`config.mk`:
```
export PLATFORM = sky130hd
export DESIGN_NAME = i2c_gpio_expander_8bit
export DESIGN_NICKNAME = d
export VERILOG_FILES = /design/src/gpio_expander_pkg.sv /design/src/reg_access_if.sv /design/src/i2c_target.sv /design/src/i2c_gpio_expander_8bit.sv
export SDC_FILE = /design/constraint.sdc
export NUM_CORES = 1
export LEC_CHECK = 0
export BUFFER_PORTS_ARGS = -buffer_cell sky130_fd_sc_hd__buf_2
export CAP_MARGIN = 20
export CELL_PAD_IN_SITES_DETAIL_PLACEMENT = 0
export CELL_PAD_IN_SITES_GLOBAL_PLACEMENT = 1
export CORE_UTILIZATION = 53
export DETAILED_ROUTE_END_ITERATION = 10
export GPL_TIMING_DRIVEN = 1
export HOLD_SLACK_MARGIN = 0.03
export PLACE_DENSITY = 0.95
export SLEW_MARGIN = 20
export SYNTH_ARGS = -nofsm -noshare
export SYNTH_HDL_FRONTEND = slang
export SYNTH_SLANG_ARGS = --single-unit
```
`constraint.sdc`:
```
create_clock -name mclk_i -period 8.67 [get_ports mclk_i]
set_input_delay 0.867 -clock mclk_i [delete_from_list [all_inputs] [get_ports mclk_i]]
set_output_delay 0.867 -clock mclk_i [all_outputs]
set_load 0.01 [all_outputs]
```
`src/gpio_expander_pkg.sv`:
```
package gpio_expander_pkg;

   // Eight-bit target address 0x6E, held here as the seven-bit form plus write bit zero.
   localparam logic [6:0] TARGET_ADDR = 7'h37;
   // Register indices.
   localparam logic [7:0] IDX_CONFIG = 8'h01;
   localparam logic [7:0] IDX_DIR = 8'h20;
   localparam logic [7:0] IDX_OUT = 8'h21;
   localparam logic [7:0] IDX_LEVEL = 8'h22;
   // Power-on values.
   localparam logic [7:0] RST_CONFIG = 8'h08;
   localparam logic [7:0] RST_DIR = 8'h08;
   localparam logic [7:0] RST_OUT = 8'h08;
   // Configuration field positions.
   localparam int CFG_INIT_BIT = 7;
   localparam int CFG_RSTOUT_EN_BIT = 5;
   localparam int CFG_AUTO_PD_BIT = 1;
   localparam int CFG_FORCE_PD_BIT = 0;
   // Idle time before auto power-down, in microseconds, and the clock period in nanoseconds.
   localparam int IDLE_PD_US = 20000;
   localparam int CLK_PERIOD_NS = 100;
   localparam int IDLE_PD_CYCLES = (IDLE_PD_US * 1000) / CLK_PERIOD_NS;

endpackage : gpio_expander_pkg

```
`src/reg_access_if.sv`:
```
`timescale 1ns/1ps
// Register access strobes between the serial target and the register file.
interface reg_access_if;
   logic [7:0] index;  // Selected register index.
   logic [7:0] wdata;  // Byte written by the host.
   logic wr_stb;       // One-cycle write strobe.
   logic rd_stb;       // One-cycle pulse when a read byte is fetched.
   logic [7:0] rdata;  // Byte returned for the current index.
   modport target (output index, output wdata, output wr_stb, output rd_stb, input rdata);
   modport regs (input index, input wdata, input wr_stb, input rd_stb, output rdata);
endinterface : reg_access_if

```
`src/i2c_target.sv`:
```
`timescale 1ns/1ps
// Oversampled serial target: finds bus edges on the system clock and moves bytes.
module i2c_target
   import gpio_expander_pkg::*;
(
   input wire logic mclk_i,
   input wire logic rst_i,
   input wire logic scl_i,
   input wire logic sda_i,
   output logic sda_oe_o,
   reg_access_if.target ra
);

   typedef enum {ST_IDLE, ST_ADDR, ST_ACK, ST_INDEX, ST_WDATA, ST_RDATA, ST_RACK, ST_IGNORE} tgt_state_t;

   logic [1:0] scl_s_q;  // Two-stage synchroniser for the bus clock.
   logic [1:0] sda_s_q;  // Two-stage synchroniser for the bus data.
   logic scl_q;          // Previous synchronised clock level.
   logic sda_q;          // Previous synchronised data level.
   tgt_state_t state_q;
   tgt_state_t after_ack_q;  // State entered once the acknowledge bit ends.
   logic [7:0] shift_q;
   logic [3:0] bitcnt_q;
   logic rw_q;            // Read bit of the address byte.
   logic have_index_q;    // An index byte was taken in this write phase.

   wire scl = scl_s_q[1];
   wire sda = sda_s_q[1];
   wire scl_rise = scl & ~scl_q;
   wire scl_fall = ~scl & scl_q;
   wire start_c = scl & scl_q & sda_q & ~sda;
   wire stop_c = scl & scl_q & ~sda_q & sda;

   // Synchronisers; only the second stage is looked at by logic.
   always_ff @(posedge mclk_i or posedge rst_i)
   begin
      if (rst_i)
      begin
         scl_s_q <= 2'h3;
         sda_s_q <= 2'h3;
         scl_q <= 1'b1;
         sda_q <= 1'b1;
      end
      else
      begin
         scl_s_q <= {scl_s_q[0], scl_i};
         sda_s_q <= {sda_s_q[0], sda_i};
         scl_q <= scl;
         sda_q <= sda;
      end
   end

   // Protocol sequencer: address, index, then one data byte each way.
   always_ff @(posedge mclk_i or posedge rst_i)
   begin
      if (rst_i)
      begin
         state_q <= ST_IDLE;
         after_ack_q <= ST_IDLE;
         shift_q <= 8'h00;
         bitcnt_q <= 4'h0;
         rw_q <= 1'b0;
         have_index_q <= 1'b0;
         sda_oe_o <= 1'b0;
         ra.index <= 8'h00;
         ra.wdata <= 8'h00;
         ra.wr_stb <= 1'b0;
         ra.rd_stb <= 1'b0;
      end
      else
      begin
         ra.wr_stb <= 1'b0;
         ra.rd_stb <= 1'b0;
         if (start_c)
         begin
            // A repeated start keeps the index so a read can follow.
            state_q <= ST_ADDR;
            bitcnt_q <= 4'h0;
            sda_oe_o <= 1'b0;
         end
         else if (stop_c)
         begin
            state_q <= ST_IDLE;
            sda_oe_o <= 1'b0;
         end
         else
         begin
            case (state_q)
               ST_ADDR, ST_INDEX, ST_WDATA:
               begin
                  if (scl_rise)
                  begin
                     shift_q <= {shift_q[6:0], sda};
                     bitcnt_q <= bitcnt_q + 4'h1;
                  end
                  else if (scl_fall && bitcnt_q == 4'h8)
                  begin
                     bitcnt_q <= 4'h0;
                     state_q <= ST_ACK;
                     sda_oe_o <= 1'b1;
                     if (state_q == ST_ADDR)
                     begin
                        if (shift_q[7:1] != TARGET_ADDR)
                        begin
                           sda_oe_o <= 1'b0;
                           state_q <= ST_IGNORE;
                        end
                        rw_q <= shift_q[0];
                        have_index_q <= 1'b0;
                        after_ack_q <= shift_q[0] ? ST_RDATA : ST_INDEX;
                     end
                     else if (state_q == ST_INDEX)
                     begin
                        ra.index <= shift_q;
                        have_index_q <= 1'b1;
                        after_ack_q <= ST_WDATA;
                     end
                     else
                     begin
                        ra.wdata <= shift_q;
                        ra.wr_stb <= have_index_q;
                        after_ack_q <= ST_IGNORE;
                     end
                  end
               end
               ST_ACK:
               begin
                  if (scl_fall)
                  begin
                     state_q <= after_ack_q;
                     sda_oe_o <= 1'b0;
                     if (after_ack_q == ST_RDATA)
                     begin
                        // Load the read byte; open-drain pulls low for zero bits.
                        shift_q <= ra.rdata;
                        ra.rd_stb <= 1'b1;
                        sda_oe_o <= ~ra.rdata[7];
                        bitcnt_q <= 4'h1;
                     end
                  end
               end
               ST_RDATA:
               begin
                  if (scl_fall)
                  begin
                     if (bitcnt_q == 4'h8)
                     begin
                        sda_oe_o <= 1'b0;
                        state_q <= ST_RACK;
                     end
                     else
                     begin
                        sda_oe_o <= ~shift_q[7 - bitcnt_q[2:0]];
                        bitcnt_q <= bitcnt_q + 4'h1;
                     end
                  end
               end
               ST_RACK:
               begin
                  // Only one byte per read is served; later bytes release the line.
                  if (scl_fall)
                  begin
                     state_q <= ST_IGNORE;
                  end
               end
               default:
               begin
                  sda_oe_o <= 1'b0;
               end
            endcase
         end
      end
   end

endmodule : i2c_target

```
`src/i2c_gpio_expander_8bit.sv`:
```
// Contract
// - Answer only at bus address 0x6E.
// - Registers reachable only through serial interface.
// - Config bit 7 resets all registers.
// - Config bit 5 enables watchdog reset output.
// - Auto power-down wakes on pin change, access.
// - Forced bit clears by write or pin change.
// - Direction register: 1 output, 0 input.
// - Output register holds driven pin values.
// - Index 22h reads present pin levels.
`timescale 1ns/1ps
// Eight-pin expander: register file, pin logic and power control behind the serial target.
module i2c_gpio_expander_8bit
   import gpio_expander_pkg::*;
#(
   // Idle time before auto power-down in system clock cycles, and the pin count.
   parameter int IDLE_CYCLES = IDLE_PD_CYCLES,
   parameter int PINS = 8
)
(
   // System clock and reset, serial bus, pins, watchdog and power status.
   input wire logic mclk_i,
   input wire logic rst_i,
   input wire logic scl_i,
   input wire logic sda_i,
   output logic sda_oe_o,
   input wire logic [PINS-1:0] pin_i,
   output logic [PINS-1:0] pin_o,
   output logic [PINS-1:0] pin_oe_o,
   input wire logic watchdog_expired_i,
   output logic watchdog_reset_output_n_o,
   output logic powered_down_o
);

   // Index, data and strobes from the serial target; read data goes back the same way.
   reg_access_if ra ();

   // Host-visible registers; they stay eight bits wide whatever the pin count.
   logic [7:0] config_and_power_control_q;  // Configuration and power register.
   logic [7:0] pin_direction_control_q;     // Per-pin direction.
   logic [7:0] pin_output_value_q;          // Per-pin output value.
   // Pin sampling chain; the pins are asynchronous to the system clock.
   logic [PINS-1:0] pin_s1_q;               // Pin synchroniser, first stage.
   logic [PINS-1:0] pin_level_q;            // Pin synchroniser, second stage.
   logic [PINS-1:0] pin_prev_q;             // Level one cycle ago, for change detection.
   // Power management state.
   logic [31:0] idle_cnt_q;                 // Cycles since the last activity.
   logic auto_pd_q;                         // Asleep by idle timeout.
   // Present pin levels, padded to a register byte for the read path.
   logic [7:0] level_byte;

   // Any synchronised pin that moved since the previous cycle.
   wire pin_change = |(pin_level_q ^ pin_prev_q);
   // A completed register write or read counts as activity.
   // Traffic for another target, or a bare index byte, does not keep the part awake.
   wire access = ra.wr_stb | ra.rd_stb;
   // Write aimed at the configuration register.
   wire wr_cfg = ra.wr_stb && ra.index == IDX_CONFIG;

   // The serial target is the only path into the registers.
   // Power-down never gates it, since it must see the access that wakes the part.
   i2c_target u_target
   (
      .mclk_i(mclk_i),
      .rst_i(rst_i),
      .scl_i(scl_i),
      .sda_i(sda_i),
      .sda_oe_o(sda_oe_o),
      .ra(ra)
   );

   // Pin levels pass two flip-flops before use.
   // A third flop keeps the previous sample for the change detector.
   always_ff @(posedge mclk_i or posedge rst_i)
   begin
      if (rst_i)
      begin
         // Reset to the low level; the first samples may report one harmless change.
         pin_s1_q <= '0;
         pin_level_q <= '0;
         pin_prev_q <= '0;
      end
      else
      begin
         // Shift the chain; the first stage feeds nothing but the second.
         pin_s1_q <= pin_i;
         pin_level_q <= pin_s1_q;
         pin_prev_q <= pin_level_q;
      end
   end

   // Pin counts below eight are padded into the register byte.
   always_comb
   begin
      // Bits above the pin count read as zero.
      level_byte = 8'h00;
      level_byte[PINS-1:0] = pin_level_q;
   end

   // Configuration register; the init bit self-clears since it resets everything.
   // Only host writes and the pin-change clear of the forced bit touch it.
   always_ff @(posedge mclk_i or posedge rst_i)
   begin
      if (rst_i)
      begin
         // Power-on value: both power-down modes off and the reset output disabled.
         config_and_power_control_q <= RST_CONFIG;
      end
      else if (wr_cfg && ra.wdata[CFG_INIT_BIT])
      begin
         // Init drops every other bit of the same write.
         config_and_power_control_q <= RST_CONFIG;
      end
      else if (wr_cfg)
      begin
         // A host write wins over a pin change in the same cycle.
         config_and_power_control_q <= ra.wdata;
      end
      else if (pin_change)
      begin
         // A pin change clears the forced power-down bit.
         config_and_power_control_q[CFG_FORCE_PD_BIT] <= 1'b0;
      end
   end

   // Direction and output registers, both returned to power-on values by init.
   // Init is decoded here too rather than through a shared reset net, keeping one driver per register.
   always_ff @(posedge mclk_i or posedge rst_i)
   begin
      if (rst_i)
      begin
         // Power-on values; one pin starts as an output driving high.
         pin_direction_control_q <= RST_DIR;
         pin_output_value_q <= RST_OUT;
      end
      else if (wr_cfg && ra.wdata[CFG_INIT_BIT])
      begin
         pin_direction_control_q <= RST_DIR;
         pin_output_value_q <= RST_OUT;
      end
      else if (ra.wr_stb && ra.index == IDX_DIR)
      begin
         // Direction changes reach the pins one cycle later through the output flops.
         pin_direction_control_q <= ra.wdata;
      end
      else if (ra.wr_stb && ra.index == IDX_OUT)
      begin
         // The value is held even for input pins and shows once they turn to outputs.
         pin_output_value_q <= ra.wdata;
      end
   end

   // Read multiplexer; unknown indices read as zero.
   // The target takes this as it loads a read byte, so it must be valid in that cycle.
   always_comb
   begin
      case (ra.index)
         IDX_CONFIG: ra.rdata = config_and_power_control_q;
         IDX_DIR: ra.rdata = pin_direction_control_q;
         IDX_OUT: ra.rdata = pin_output_value_q;
         // Pin levels are a snapshot taken one to two cycles behind the pins.
         IDX_LEVEL: ra.rdata = level_byte;
         default: ra.rdata = 8'h00;
      endcase
   end

   // Idle counter and auto power-down; any access or pin change wakes the part.
   // The 32-bit counter leaves ample room above the default idle count.
   always_ff @(posedge mclk_i or posedge rst_i)
   begin
      if (rst_i)
      begin
         idle_cnt_q <= 32'h0;
         auto_pd_q <= 1'b0;
      end
      else if (access || pin_change || !config_and_power_control_q[CFG_AUTO_PD_BIT])
      begin
         // Activity, a pin change or a disabled mode all restart the idle time.
         idle_cnt_q <= 32'h0;
         auto_pd_q <= 1'b0;
      end
      else if (idle_cnt_q >= 32'(IDLE_CYCLES - 1))
      begin
         // The count holds at its end so the state is kept until the next wake event.
         auto_pd_q <= 1'b1;
      end
      else
      begin
         // Still idle: keep counting.
         idle_cnt_q <= idle_cnt_q + 32'h1;
      end
   end

   // Outputs; the serial target keeps running while asleep so it can wake the part.
   // Every output is registered so the pins never see decode glitches.
   always_ff @(posedge mclk_i or posedge rst_i)
   begin
      if (rst_i)
      begin
         // Pins released and the reset output idle while in reset.
         pin_o <= '0;
         pin_oe_o <= '0;
         watchdog_reset_output_n_o <= 1'b1;
         powered_down_o <= 1'b0;
      end
      else
      begin
         // Input pins carry a low value so nothing leaks out while their enable is off.
         pin_o <= pin_output_value_q[PINS-1:0] & pin_direction_control_q[PINS-1:0];
         // The enable follows the direction register bit for bit.
         pin_oe_o <= pin_direction_control_q[PINS-1:0];
         // Active low; the expiry is passed on only while the enable bit is set.
         watchdog_reset_output_n_o <= ~(watchdog_expired_i & config_and_power_control_q[CFG_RSTOUT_EN_BIT]);
         // Reports the state only; the bus logic keeps running so a host access can wake the part.
         powered_down_o <= auto_pd_q | config_and_power_control_q[CFG_FORCE_PD_BIT];
      end
   end

endmodule : i2c_gpio_expander_8bit

```
==> summary.log, run 1 <==
qor: cts.deepest_clock_path_buffer_count 2
qor: setup_path.timing.critical_path.arrival 2.69 ns
qor: sta.worst_slack 6.29 ns
qor: global_routing.grt_pass1_wl 20,800 um
qor: cells_and_area.flow.area_growth_from_synthesis 14.3%
qor: cells_and_area.regArea 3590 um2
qor: sta.grt_setup_unrepaired false
qor: floorplan.core_box_area 11,100 um2
qor: power_and_ir_drop.leakagePower 3.24 nW
qor: cts.cts_setup_buffers 0
qor: setup_path.cp_slowest_stage_delay 0.84 ns
qor: global_routing.grt_antenna_before_repair 0
qor: sta.slew_headroom 36.1%
qor: cells_and_area.largest_register idle_cnt_q
qor: logic_synthesis.syn_area_per_cell 11.6 um2
qor: cts.htreeDepth 4
qor: setup_path.worst-endpoint-required 8.98 ns
qor: global_routing.gr-usage-all-layers 23.3%
qor: placement.buffer_ports.inserted 31
qor: route.detail_route.wl_per_cell 17.1 um
qor: logic_synthesis.synthesis.nets 545
qor: floorplan.fp-row-count 38
qor: sta.fin_setup_tns 0 ns
qor: setup_path.crit_path_end u_target.shift_q[7]
qor: setup_path.start_kind flip-flop
qor: floorplan.die_height 110 um
qor: logic_synthesis.syn-cell-area 6140 um2
qor: floorplan.start_util 55.4%
qor: logic_synthesis.synth_ff_type sky130_fd_sc_hd__dfrtp_1
qor: setup_path.critical_path.slowest_cell sky130_fd_sc_hd__o32ai_2
qor: cells_and_area.largest_register_ff_count 32
qor: global_routing.grt_start_max_net_pins 80
qor: cells_and_area.multi_input_comb_area 2400 um2
qor: floorplan.design.die.area 12,000 um2
qor: setup_path.critical_path.cell_chain nand2b_1 > o21a_1 > o32ai_2 > o211ai_1 > o21a_1
qor: route.first_drt_pass_iteration_count 5
qor: logic_synthesis.postSynthCellCount 529
qor: job.cap_viol_max_count 0
qor: logic_synthesis.yosysTopAreaCellShare 54.2%
qor: sta.drv_slew 0
qor: placement.dpl_worst_slack 6.25 ns
qor: logic_synthesis.yosys.cell_types.count 69
qor: setup_path.cp_max_fo 16
qor: worst_hold_path.min_path_type reg2reg
qor: sta.period_share 27.4%
qor: logic_synthesis.async_flop_share 100%
qor: route.avgViaCountPerCell 5.87
qor: sta.tightestPinTransition 0.958 ns
qor: setup_path.regToRegStartpoint u_target.state_q[0]
qor: cts.post_cts.resized_instances 0
qor: power_and_ir_drop.p_per_area 256 nW/um2
qor: sta.period_needed 2.38 ns
qor: cells_and_area.post_route_cells_drive_above_1_share 19.2%
qor: logic_synthesis.ys_seq_area_share 58.5%
qor: setup_path.worst_r2r_path_depth 5
qor: route.post-route-drc-count 0
qor: sta.final-setup-viol-count 0
qor: setup_path.rr_endpoint u_target.shift_q[7]
qor: setup_path.critPathCaptureType flip-flop
qor: placement.dpl_cell_area 6370 um2
qor: setup_path.crit_path_start u_target.state_q[0]
qor: logic_synthesis.cell_types_occupying_the_most_area_after_synthesis sky130_fd_sc_hd__dfrtp_1 54%, sky130_fd_sc_hd__mux2i_1 4.4%, sky130_fd_sc_hd__dfstp_2 4.3%
qor: cells_and_area.post_route_cell_area 7020 um2
qor: floorplan.die_w 110 um
qor: route.antenna_violating_nets_post_route 0
qor: cts.cts_made_buffers 17
qor: status.outcome finished clean
qor: route.dr_total_vias 4,184
qor: floorplan.ioPinCount 32
qor: sta.fmax 0.421 GHz
qor: cells_and_area.fillerInstances 800
qor: cts.insertion_delay 0.42 ns
qor: logic_synthesis.synth_warnings 0
qor: logic_synthesis.yosysTopAreaCell sky130_fd_sc_hd__dfrtp_1
qor: setup_path.critical_path_class reg2reg
qor: sta.report.final.hold_viol_count 0
qor: global_routing.first_global_vias 4,204
qor: route.drt_first_iter_violations 480
qor: cts.clk_transition_reported_paths 0.06 ns
qor: cts.ctsHoldBuffers 0
qor: placement.place.detailed.hpwl 8040 um
qor: cts.clock-root-buffer sky130_fd_sc_hd__clkbuf_16
qor: cells_and_area.num-nets-final 576
qor: route.overall_routed_net_length 12,200 um
qor: setup_path.worst-r2r-setup-slack 6.29 ns
qor: setup_path.critPathMostFrequentCell sky130_fd_sc_hd__o21a_1
qor: power_and_ir_drop.worst_ir_drop_vdd 0.000242 V
qor: logic_synthesis.synth.ff_latch_count 143
qor: cts.clock_tree_from_tritoncts yes
qor: cts.clock_sink_count 143
qor: sta.skew 0.00765 ns
qor: cells_and_area.diodes 0
qor: placement.gp_congestion 0.900
qor: global_routing.gr-total-overflow 0
qor: logic_synthesis.synth-edff-count 0
==> layout by cell type (no fill, tap or decap), types with 5 or more instances in the layout <==
master / n
sky130_fd_sc_hd__o211ai_1: 5
sky130_fd_sc_hd__nand3_1: 11
sky130_fd_sc_hd__and3_1: 15
sky130_fd_sc_hd__inv_1: 8
sky130_fd_sc_hd__nand2_1: 38
sky130_fd_sc_hd__nor2_1: 59
sky130_fd_sc_hd__nand2b_1: 5
sky130_fd_sc_hd__o22ai_1: 5
sky130_fd_sc_hd__clkbuf_16: 17
sky130_fd_sc_hd__and2_1: 26
sky130_fd_sc_hd__xnor2_1: 9
sky130_fd_sc_hd__a31oi_1: 6
sky130_fd_sc_hd__nand4_1: 11
sky130_fd_sc_hd__xor2_1: 16
sky130_fd_sc_hd__o2bb2ai_1: 5
sky130_fd_sc_hd__a21oi_1: 15
sky130_fd_sc_hd__o21ai_0: 17
sky130_fd_sc_hd__buf_2: 31
sky130_fd_sc_hd__mux2i_1: 27
sky130_fd_sc_hd__dfstp_2: 10
sky130_fd_sc_hd__dfrtp_1: 133
sky130_fd_sc_hd__mux2_2: 19
==> through the flow <==
stage | power (mW) | std cells | hold WS, ns | utilization (%)
2_1_floorplan | 0.956 | 529 | 0.331 | -
3_5_place_dp | 1.02 | 681 | 0.335 | 57.5
6_report | 1.80 | 713 | 0.347 | 63.4
3_3_place_gp | 1.02 | 681 | 0.333 | 57.5
4_1_cts | 1.80 | 713 | 0.349 | 63.4
5_1_grt | 1.87 | 713 | 0.356 | 63.4
==> cell usage after synthesis, drive strengths merged (3+ instances only) <==
cell	n
nor2b	3
mux2	19
dfrtp	133
nor3	4
clkbuf	12
nand3	12
xnor2	9
a2bb2oi	4
a22oi	4
buf	8
o22ai	5
and3	16
nor4	4
and2	27
or3	4
a21oi	15
a31oi	6
inv	9
or2	3
dfstp	10
o21ai	18
mux2i	27
ha	3
o2bb2ai	5
xor2	16
nor2	61
o211ai	5
nand2b	6
nand4	11
o21a	3
nand2	38
==> final cells by class <==
cell class / instances / area share, %
clock inverters: 14 / 2.92
well taps: 140 / 2.50
multi-input cells: 356 / 34.2
clock buffers: 18 / 6.26
flip-flops and latches: 143 / 51.2
inverters: 10 / 0.606
repair buffers: 32 / 2.32
==> critical path, delay by kind of cell (launching register included) <==
kind	cells	cell delay, ns
flip-flops	1	0.66
AND/OR/NAND/NOR	1	0.20
AO/OA/AOI/OAI	4	1.40
==> per-layer routing <==
metal  vias up  global-route usage [%]  part of all wire [%]
li1       1939                       -                     -
met4         0                    9.24                   1.4
met2       114                    36.0                    49
met3        17                    6.76                   5.2
met1      2114                    31.1                    45
met5         -                       0                     0
==> how the worst min path moves through the flow <==
stage,start,end,cells past startpoint
after floorplan,pin_s1_q[0],level_byte[0],0
after global placement,pin_s1_q[7],level_byte[7],0
after detailed placement,pin_s1_q[6],level_byte[6],0
after CTS,pin_s1_q[6],level_byte[6],0
after global routing,pin_s1_q[1],level_byte[1],0
final,pin_s1_q[6],level_byte[6],0
==> where the power goes <==
part / internal (mW) / switching (mW)
clock network: 0.493 / 0.288
registers: 0.709 / 0.0801
logic: 0.106 / 0.121
==> cell families (layout without fill, tap and decap cells) <==
kind of cell / count (synthesis) / in the layout / share of synthesized area, %
flip-flops: 143 / 143 / 58.5
multiplexers: 48 / 48 / 8.62
AND/OR/NAND/NOR: 197 / 197 / 16.8
XOR/XNOR: 25 / 25 / 3.56
AO/OA/AOI/OAI: 83 / 83 / 9.51
adder cells (fa/ha/maj): 3 / 3 / 0.611
buffers and inverters: 30 / 74 / 2.40
Note: power is estimated with default switching activity, not from simulation.
==> run 2: changes to the inputs <==
--- a/config.mk
+++ b/config.mk
@@ -9,11 +9,11 @@
 export CAP_MARGIN = 20
 export CELL_PAD_IN_SITES_DETAIL_PLACEMENT = 0
 export CELL_PAD_IN_SITES_GLOBAL_PLACEMENT = 1
-export CORE_UTILIZATION = 53
+export CORE_UTILIZATION = 49
 export DETAILED_ROUTE_END_ITERATION = 10
 export GPL_TIMING_DRIVEN = 1
 export HOLD_SLACK_MARGIN = 0.03
-export PLACE_DENSITY = 0.95
+export PLACE_DENSITY = 0.91
 export SLEW_MARGIN = 20
 export SYNTH_ARGS = -nofsm -noshare
 export SYNTH_HDL_FRONTEND = slang
==> constraint.sdc (replaced) <==
create_clock -name mclk_i -period 2.35 [get_ports mclk_i]
set_input_delay 0.235 -clock mclk_i [delete_from_list [all_inputs] [get_ports mclk_i]]
set_output_delay 0.235 -clock mclk_i [all_outputs]
set_load 0.01 [all_outputs]
==> run 2 against run 1 <==
Compared with the run above: sequential power grew to 3.7 times the previous value; flip-flop and latch count stayed put; final cell count is 7.0% higher; first-iteration DRC count is 14% lower; final area is 3.2% higher; die area is 8.0% higher; fmax is 9.3% higher; critical path type unchanged; worst hold slack worse by 0.33 ns; sequential share of layout area is 1.6 points lower.
==> summary.log, run 2 (same netlist as run 1, synthesis figures left out) <==
qor: cts.clock_tree_from_tritoncts yes [unchanged]
qor: cells_and_area.diodes 0 [unchanged]
qor: route.drt_first_iter_violations 414 [was 480]
qor: power_and_ir_drop.net-switching-power 1.84 mW [was 0.488 mW]
qor: route.wl_met1 5650 um [was 5470 um]
qor: setup_path.cp_max_fo 6 [was 16]
qor: power_and_ir_drop.power.switching_fraction 27.7% [was 27.2%]
qor: job.cap_viol_max_count 0 [unchanged]
qor: floorplan.fp-row-count 40 [was 38]
qor: power_and_ir_drop.worst_ir_drop_vdd 0.000713 V [was 0.000242 V]
qor: route.antenna_violating_nets_post_route 0 [unchanged]
qor: sta.drv_slew 0 [unchanged]
qor: cells_and_area.num-nets-final 598 [was 576]
qor: setup_path.worst_r2r_path_depth 8 [was 5]
qor: cells_and_area.post_route_cells_drive_above_1_share 20.2% [was 19.2%]
qor: route.wl_met3 618 um [was 635 um]
qor: route.first_drt_pass_iteration_count 4 [was 5]
qor: global_routing.grt_start_max_net_pins 144 [was 80]
qor: route.dr_wl_met2 6030 um [was 5940 um]
qor: setup_path.rr_endpoint u_target.bitcnt_q[3] [was u_target.shift_q[7]]
qor: route.top_layer_used met4 [unchanged]
qor: cells_and_area.largest_register_ff_count 32 [unchanged]
qor: placement.gp_congestion 0.858 [was 0.900]
qor: setup_path.regToRegStartpoint u_target.bitcnt_q[1] [was u_target.state_q[0]]
qor: sta.timing.hold.ws 0.0201 ns [was 0.347 ns]
qor: power_and_ir_drop.intPower 4.82 mW [was 1.31 mW]
qor: cts.clock_sink_count 143 [unchanged]
qor: cts.deepest_clock_path_buffer_count 2 [unchanged]
qor: floorplan.ioPinCount 32 [unchanged]
qor: global_routing.gr-total-overflow 0 [unchanged]
qor: cells_and_area.flow.area_growth_from_synthesis 17.9% [was 14.3%]
qor: sta.fin_setup_tns 0 ns [unchanged]
qor: route.avgViaCountPerCell 5.51 [was 5.87]
qor: cells_and_area.leading_cell_type_in_the_layout_fill_and_taps_excluded sky130_fd_sc_hd__dfrtp_1 [unchanged]
qor: floorplan.start_util 50.7% [was 55.4%]
qor: setup_path.worst-r2r-setup-slack 0.18 ns [was 6.29 ns]
qor: global_routing.grt_pass1_wl 21,200 um [was 20,800 um]
qor: sta.period_share 92.5% [was 27.4%]
qor: cells_and_area.final_core_utilization 59.8% [was 63.4%]
qor: setup_path.start_kind flip-flop [unchanged]
qor: route.overall_routed_net_length 12,500 um [was 12,200 um]
qor: global_routing.gr-usage-all-layers 21.5% [was 23.3%]
qor: cts.clock-root-buffer sky130_fd_sc_hd__clkbuf_16 [unchanged]
qor: sta.tightestPinTransition 0.741 ns [was 0.958 ns]
qor: route.dr_total_vias 4,204 [was 4,184]
qor: setup_path.timing.critical_path.arrival 2.48 ns [was 2.69 ns]
qor: floorplan.core_box_area 12,100 um2 [was 11,100 um2]
qor: cells_and_area.largest_register idle_cnt_q [unchanged]
qor: route.detail_route.wl_per_cell 16.4 um [was 17.1 um]
qor: power_and_ir_drop.sequential_group_share_of_total_power 43.4% [was 43.9%]
qor: power_and_ir_drop.totalPowerFinal 6.66 mW [was 1.80 mW]
qor: cts.post_cts.resized_instances 0 [unchanged]
qor: cts.insertion_delay 0.42 ns [about the same]
qor: route.post-route-drc-count 0 [unchanged]
qor: floorplan.design.die.area 13,000 um2 [was 12,000 um2]
qor: sta.fmax 0.460 GHz [was 0.421 GHz]
qor: sta.slew_headroom 50.6% [was 36.1%]
qor: placement.buffer_ports.inserted 31 [unchanged]
qor: cts.cts_made_buffers 17 [unchanged]
qor: placement.place.detailed.hpwl 8080 um [was 8040 um]
qor: global_routing.first_global_vias 4,196 [was 4,204]
qor: cts.htreeDepth 4 [unchanged]
qor: global_routing.grt_antenna_before_repair 0 [unchanged]
qor: floorplan.die_height 114 um [was 110 um]
qor: power_and_ir_drop.power.share.combinational 14.0% [was 12.6%]
qor: cts.clk_transition_reported_paths 0.06 ns [about the same]
qor: sta.final-setup-viol-count 0 [unchanged]
qor: worst_hold_path.min_path_type in2async [was reg2reg]
qor: status.outcome finished clean [unchanged]
qor: setup_path.worst-endpoint-required 2.65 ns [was 8.98 ns]
qor: cells_and_area.mostFrequentLayoutCells 133 x sky130_fd_sc_hd__dfrtp_1, 59 x sky130_fd_sc_hd__nor2_1, 38 x sky130_fd_sc_hd__nand2_1 [unchanged]
qor: sta.skew 0.00971 ns [was 0.00765 ns]
qor: cells_and_area.fillerInstances 996 [was 800]
qor: floorplan.die_w 114 um [was 110 um]
qor: power_and_ir_drop.clock_power_share 42.7% [was 43.5%]
qor: power_and_ir_drop.leakagePower 3.35 nW [was 3.24 nW]
qor: setup_path.critPathCaptureType flip-flop [unchanged]
qor: setup_path.critical_path_class reg2reg [unchanged]
qor: sta.grt_setup_unrepaired false [unchanged]
qor: sta.period_needed 2.17 ns [was 2.38 ns]
qor: sta.report.final.hold_viol_count 0 [unchanged]
qor: power_and_ir_drop.p_per_area 919 nW/um2 [was 256 nW/um2]
[run 2: changes by cell type in the layout (fill, tap and decap cells not counted), sizes merged]
cell	before	now
buf	32	43
bufinv	4	3
clkbuf	18	20
clkinvlp	4	1
dlygate4sd3	0	11
inv	12	14
[run 2: critical path, cell delays in order (launching register included)]
cell and delay, ns:
sky130_fd_sc_hd__dfrtp_1 0.44, sky130_fd_sc_hd__inv_1 0.09, sky130_fd_sc_hd__ha_1 0.16, sky130_fd_sc_hd__nand3b_1 0.15
sky130_fd_sc_hd__o21ai_1 0.20, sky130_fd_sc_hd__mux2i_1 0.11, sky130_fd_sc_hd__a221oi_2 0.29, sky130_fd_sc_hd__o21ai_0 0.24
sky130_fd_sc_hd__a221o_1 0.38
[run 2: routing by layer]
| metal | GRT usage (%) | up-vias |
|---|---|---|
| met5 | 0 | - |
| met4 | 9.70 | 0 |
| met3 | 5.69 | 21 |
| met2 | 33.4 | 104 |
| met1 | 28.3 | 2094 |
| li1 | - | 1985 |
[run 2: how the worst max path moves through the flow]
stage,startpoint,to,slack (ns),cells after the start
after global placement,u_target.state_q[0],u_target.state_q[0],0.29,6
final,u_target.bitcnt_q[1],u_target.bitcnt_q[3],0.18,8
after detailed placement,u_target.bitcnt_q[1],u_target.ra.wdata[4],0.23,7
after floorplan,rst_i,auto_pd_q,0.33,1
after global routing,u_target.bitcnt_q[1],u_target.bitcnt_q[3],0.009,8
after CTS,u_target.bitcnt_q[1],u_target.ra.wdata[4],0.21,7
[run 2: cell type report]
type	count	area [um2]	share of cell area, %
tap	168	210	2.90
sequential	143	3590	49.6
clock buffer	20	457	6.31
timing repair buffer	54	368	5.08
multi-input combinational	356	2400	33.2
inverter	10	41.3	0.570
clock inverter	12	171	2.37
[run 2: power by group through the flow]
| stage | clock network [mW] | logic [mW] | registers, mW |
|---|---|---|---|
| 6_report | 2.84 | 0.929 | 2.89 |
| 5_1_grt | 2.99 | 1.05 | 2.91 |
| 4_1_cts | 2.90 | 0.931 | 2.88 |
| 3_5_place_dp | 0 | 0.916 | 2.93 |
| 3_3_place_gp | 0 | 0.878 | 2.91 |
| 2_1_floorplan | 0 | 0.720 | 2.81 |
[run 2: repair_timing]
action | in CTS | in global routing
hold buffers | 11 | 0
endpoints found under the hold margin | 11 | 0
buffers inserted | 0 | 0
[run 2: per-stage QoR]
stage | std cells | cell area, um2 | setup WS (ns)
after floorplan | 529 | 6150 | 0.332
after global placement | 720 | 6500 | 0.293
after detailed placement | 720 | 6500 | 0.233
after CTS | 763 | 7240 | 0.207
after global routing | 763 | 7240 | 0.00921
final | 763 | 7240 | 0.176
==> run 3: changes to the inputs <==
--- a/config.mk
+++ b/config.mk
@@ -9,11 +9,12 @@
 export CAP_MARGIN = 20
 export CELL_PAD_IN_SITES_DETAIL_PLACEMENT = 0
 export CELL_PAD_IN_SITES_GLOBAL_PLACEMENT = 1
-export CORE_UTILIZATION = 49
+export CORE_UTILIZATION = 51
+export CTS_BUF_LIST = sky130_fd_sc_hd__clkbuf_2
 export DETAILED_ROUTE_END_ITERATION = 10
 export GPL_TIMING_DRIVEN = 1
 export HOLD_SLACK_MARGIN = 0.03
-export PLACE_DENSITY = 0.91
+export PLACE_DENSITY = 0.93
 export SLEW_MARGIN = 20
 export SYNTH_ARGS = -nofsm -noshare
 export SYNTH_HDL_FRONTEND = slang
==> run 3 against run 2 <==
Compared with the run above: the flow now finishes with violations (DRC); global-route usage grew 0.74 points; core utilization fell by 0.93 points; clock power is 55% lower; via count rose by 0.12%; sequential power barely moved; final area is 6.0% lower; largest power group unchanged; highest routed layer unchanged.
==> summary.log, run 3 (same netlist as run 1, synthesis figures left out) <==
qor: status.outcome complete, but fails checks [was finished clean]
qor: status.failing_checks DRC
qor: cts.clock-root-buffer sky130_fd_sc_hd__clkbuf_2 [was sky130_fd_sc_hd__clkbuf_16]
qor: cts.htreeDepth 4 [unchanged]
qor: floorplan.ioPinCount 32 [unchanged]
qor: global_routing.grt_antenna_before_repair 0 [unchanged]
qor: sta.grt_setup_unrepaired false [unchanged]
qor: global_routing.first_global_vias 4,391 [was 4,196]
qor: worst_hold_path.min_path_type in2reg [was in2async]
qor: floorplan.die_w 112 um [was 114 um]
qor: setup_path.regToRegStartpoint u_target.state_q[0] [was u_target.bitcnt_q[1]]
qor: sta.report.final.hold_viol_count 0 [unchanged]
qor: route.drt_first_iter_violations 427 [was 414]
qor: global_routing.grt_pass1_wl 21,600 um [was 21,200 um]
qor: power_and_ir_drop.p_per_area 745 nW/um2 [was 919 nW/um2]
qor: route.dr_total_vias 4,209 [was 4,204]
qor: setup_path.critical_path_class reg2reg [unchanged]
qor: worst_hold_path.min-delay-start pin_i[6]
qor: cts.cts_made_buffers 17 [unchanged]
qor: power_and_ir_drop.sequential_group_share_of_total_power 57.0% [was 43.4%]
qor: cts.clock_sink_count 143 [unchanged]
qor: floorplan.core_box_area 11,600 um2 [was 12,100 um2]
qor: cells_and_area.num-nets-final 600 [was 598]
qor: cells_and_area.diodes 0 [unchanged]
qor: cells_and_area.post_route_cells_drive_above_1_share 20.3% [was 20.2%]
qor: cells_and_area.post_layout_nonfiller_instances 740 [was 763]
qor: floorplan.fp-row-count 39 [was 40]
qor: global_routing.gr-usage-all-layers 22.2% [was 21.5%]
qor: cts.deepest_clock_path_buffer_count 2 [unchanged]
qor: power_and_ir_drop.worst_ir_drop_vdd 0.000332 V [was 0.000713 V]
qor: sta.period_share 95.9% [was 92.5%]
qor: setup_path.start_kind flip-flop [unchanged]
qor: power_and_ir_drop.clock_power_share 25.2% [was 42.7%]
qor: setup_path.critPathCaptureType flip-flop [unchanged]
qor: sta.drv_slew 0 [unchanged]
qor: setup_path.crit_path_start u_target.state_q[0] [was u_target.bitcnt_q[1]]
qor: global_routing.grt_start_max_net_pins 144 [unchanged]
qor: sta.fin_setup_tns 0 ns [unchanged]
qor: cts.clock_tree_from_tritoncts yes [unchanged]
qor: power_and_ir_drop.net-switching-power 1.64 mW [was 1.84 mW]
qor: global_routing.gr-total-overflow 0 [unchanged]
qor: route.overall_routed_net_length 12,400 um [was 12,500 um]
qor: power_and_ir_drop.intPower 3.43 mW [was 4.82 mW]
qor: sta.slew_headroom 51.7% [was 50.6%]
qor: job.cap_viol_max_count 0 [unchanged]
qor: route.antenna_violating_nets_post_route 0 [unchanged]
qor: power_and_ir_drop.power.switching_fraction 32.4% [was 27.7%]
qor: sta.period_needed 2.25 ns [was 2.17 ns]
qor: cells_and_area.leading_cell_type_in_the_layout_fill_and_taps_excluded sky130_fd_sc_hd__dfrtp_1 [unchanged]
qor: floorplan.die_height 112 um [was 114 um]
qor: placement.place.detailed.hpwl 8340 um [was 8080 um]
qor: cells_and_area.regArea 3590 um2 [unchanged]
qor: cells_and_area.fillerInstances 978 [was 996]
qor: route.avgViaCountPerCell 5.69 [was 5.51]
qor: setup_path.timing.critical_path.arrival 2.86 ns [was 2.48 ns]
qor: route.first_drt_pass_iteration_count 8 [was 4]
qor: cts.insertion_delay 0.71 ns [was 0.42 ns]
qor: setup_path.worst-endpoint-required 2.95 ns [was 2.65 ns]
qor: cells_and_area.mostFrequentLayoutCells 133 x sky130_fd_sc_hd__dfrtp_1, 59 x sky130_fd_sc_hd__nor2_1, 38 x sky130_fd_sc_hd__nand2_1 [unchanged]
qor: cells_and_area.multi_input_comb_area 2400 um2 [unchanged]
qor: placement.place.detailed.instances 696 [was 720]
qor: cts.clk_transition_reported_paths 0.21 ns [was 0.06 ns]
qor: sta.fmax 0.444 GHz [was 0.460 GHz]
qor: cells_and_area.largest_register_ff_count 32 [unchanged]
qor: cells_and_area.largest_register idle_cnt_q [unchanged]
qor: sta.final-setup-viol-count 0 [unchanged]
qor: floorplan.design.die.area 12,500 um2 [was 13,000 um2]
qor: cells_and_area.flow.area_growth_from_synthesis 10.8% [was 17.9%]
qor: floorplan.start_util 53.1% [was 50.7%]
qor: sta.skew 0.0284 ns [was 0.00971 ns]
qor: power_and_ir_drop.power.share.combinational 17.8% [was 14.0%]
qor: setup_path.cp_max_fo 16 [was 6]
qor: power_and_ir_drop.leakagePower 3.18 nW [was 3.35 nW]
qor: placement.buffer_ports.inserted 31 [unchanged]
qor: sta.tightestPinTransition 0.724 ns [was 0.741 ns]
qor: route.detail_route.wl_per_cell 16.8 um [was 16.4 um]
qor: route.post-route-drc-count 1 [was 0]
qor: placement.gp_congestion 0.869 [was 0.858]
-- run 3: cell types whose count changed in the layout (fill, tap and decap cells not counted), moves of 3 or more --
cell	before	now
sky130_fd_sc_hd__clkbuf_16	17	0
sky130_fd_sc_hd__inv_6	5	2
sky130_fd_sc_hd__clkinv_2	0	5
sky130_fd_sc_hd__clkbuf_2	0	18
-- run 3: repair_timing --
action / CTS / global route
gates resized for setup: 0 / 1
endpoints found under the setup margin: 0 / 1
hold buffers: 12 / 0
buffers inserted: 0 / 0
endpoints found under the hold margin: 144 / 0
-- run 3: worst max-delay path, cell delays in order, from the launching register on --
cell and delay (ns):
sky130_fd_sc_hd__dfrtp_1 0.75, sky130_fd_sc_hd__nand2b_1 0.23, sky130_fd_sc_hd__o21a_1 0.25, sky130_fd_sc_hd__nor2_1 0.24, sky130_fd_sc_hd__nand2_1 0.30, sky130_fd_sc_hd__mux2_2 0.36
-- run 3: area by class of cell --
cell class	count	share of cell area [%]
multi-input combinational	356	35.3
inverter	10	0.607
clock buffer	18	1.32
timing repair buffer	56	5.66
clock inverter	14	1.73
sequential	143	52.7
tap	143	2.63
-- run 3: worst paths after layout --
kind	to	slack, ns	cells after the start
max reg2reg	u_target.ra.wdata[4]	0.1	5
max	u_target.ra.wdata[4]	0.1	5
min in group asynchronous	idle_cnt_q[19]	0.26	4
min	pin_s1_q[6]	0.14	2
min reg2reg	u_target.sda_s_q[1]	0.37	0
max in group asynchronous	u_target.bitcnt_q[3]	1.55	4
-- run 3: routing by layer --
layer	global-route usage, %	share of wire (%)	up-vias	wire length [um]
met1	29.8	45	2127	5650
met3	5.66	4.5	10	565
met4	8.20	1.1	0	140
met2	35.1	49	92	6070
li1	-	-	1980	-
met5	0	0	-	0
-- run 3: metrics by stage --
stage / utilization (%) / hold slack [ns] / worst slack [ns] / power [mW] / cell area, um2
floorplan: - / 0.239 / 0.332 / 3.53 / 6150
global placement: 56.0 / 0.333 / 0.293 / 3.78 / 6480
detailed placement: 56.0 / 0.335 / 0.201 / 3.81 / 6480
CTS: 58.9 / 0.0737 / 0.126 / 5.09 / 6810
global route: 58.9 / 0.0338 / 0.00415 / 5.35 / 6810
finish: 58.9 / 0.143 / 0.0965 / 5.07 / 6810
-- run 3: power by group through the flow --
stage	combinational [mW]	sequential [mW]	clock, mW
global placement	0.862	2.92	0
global route	1.02	2.91	1.42
finish	0.904	2.89	1.28
floorplan	0.720	2.81	0
CTS	0.903	2.88	1.31
detailed placement	0.885	2.92	0
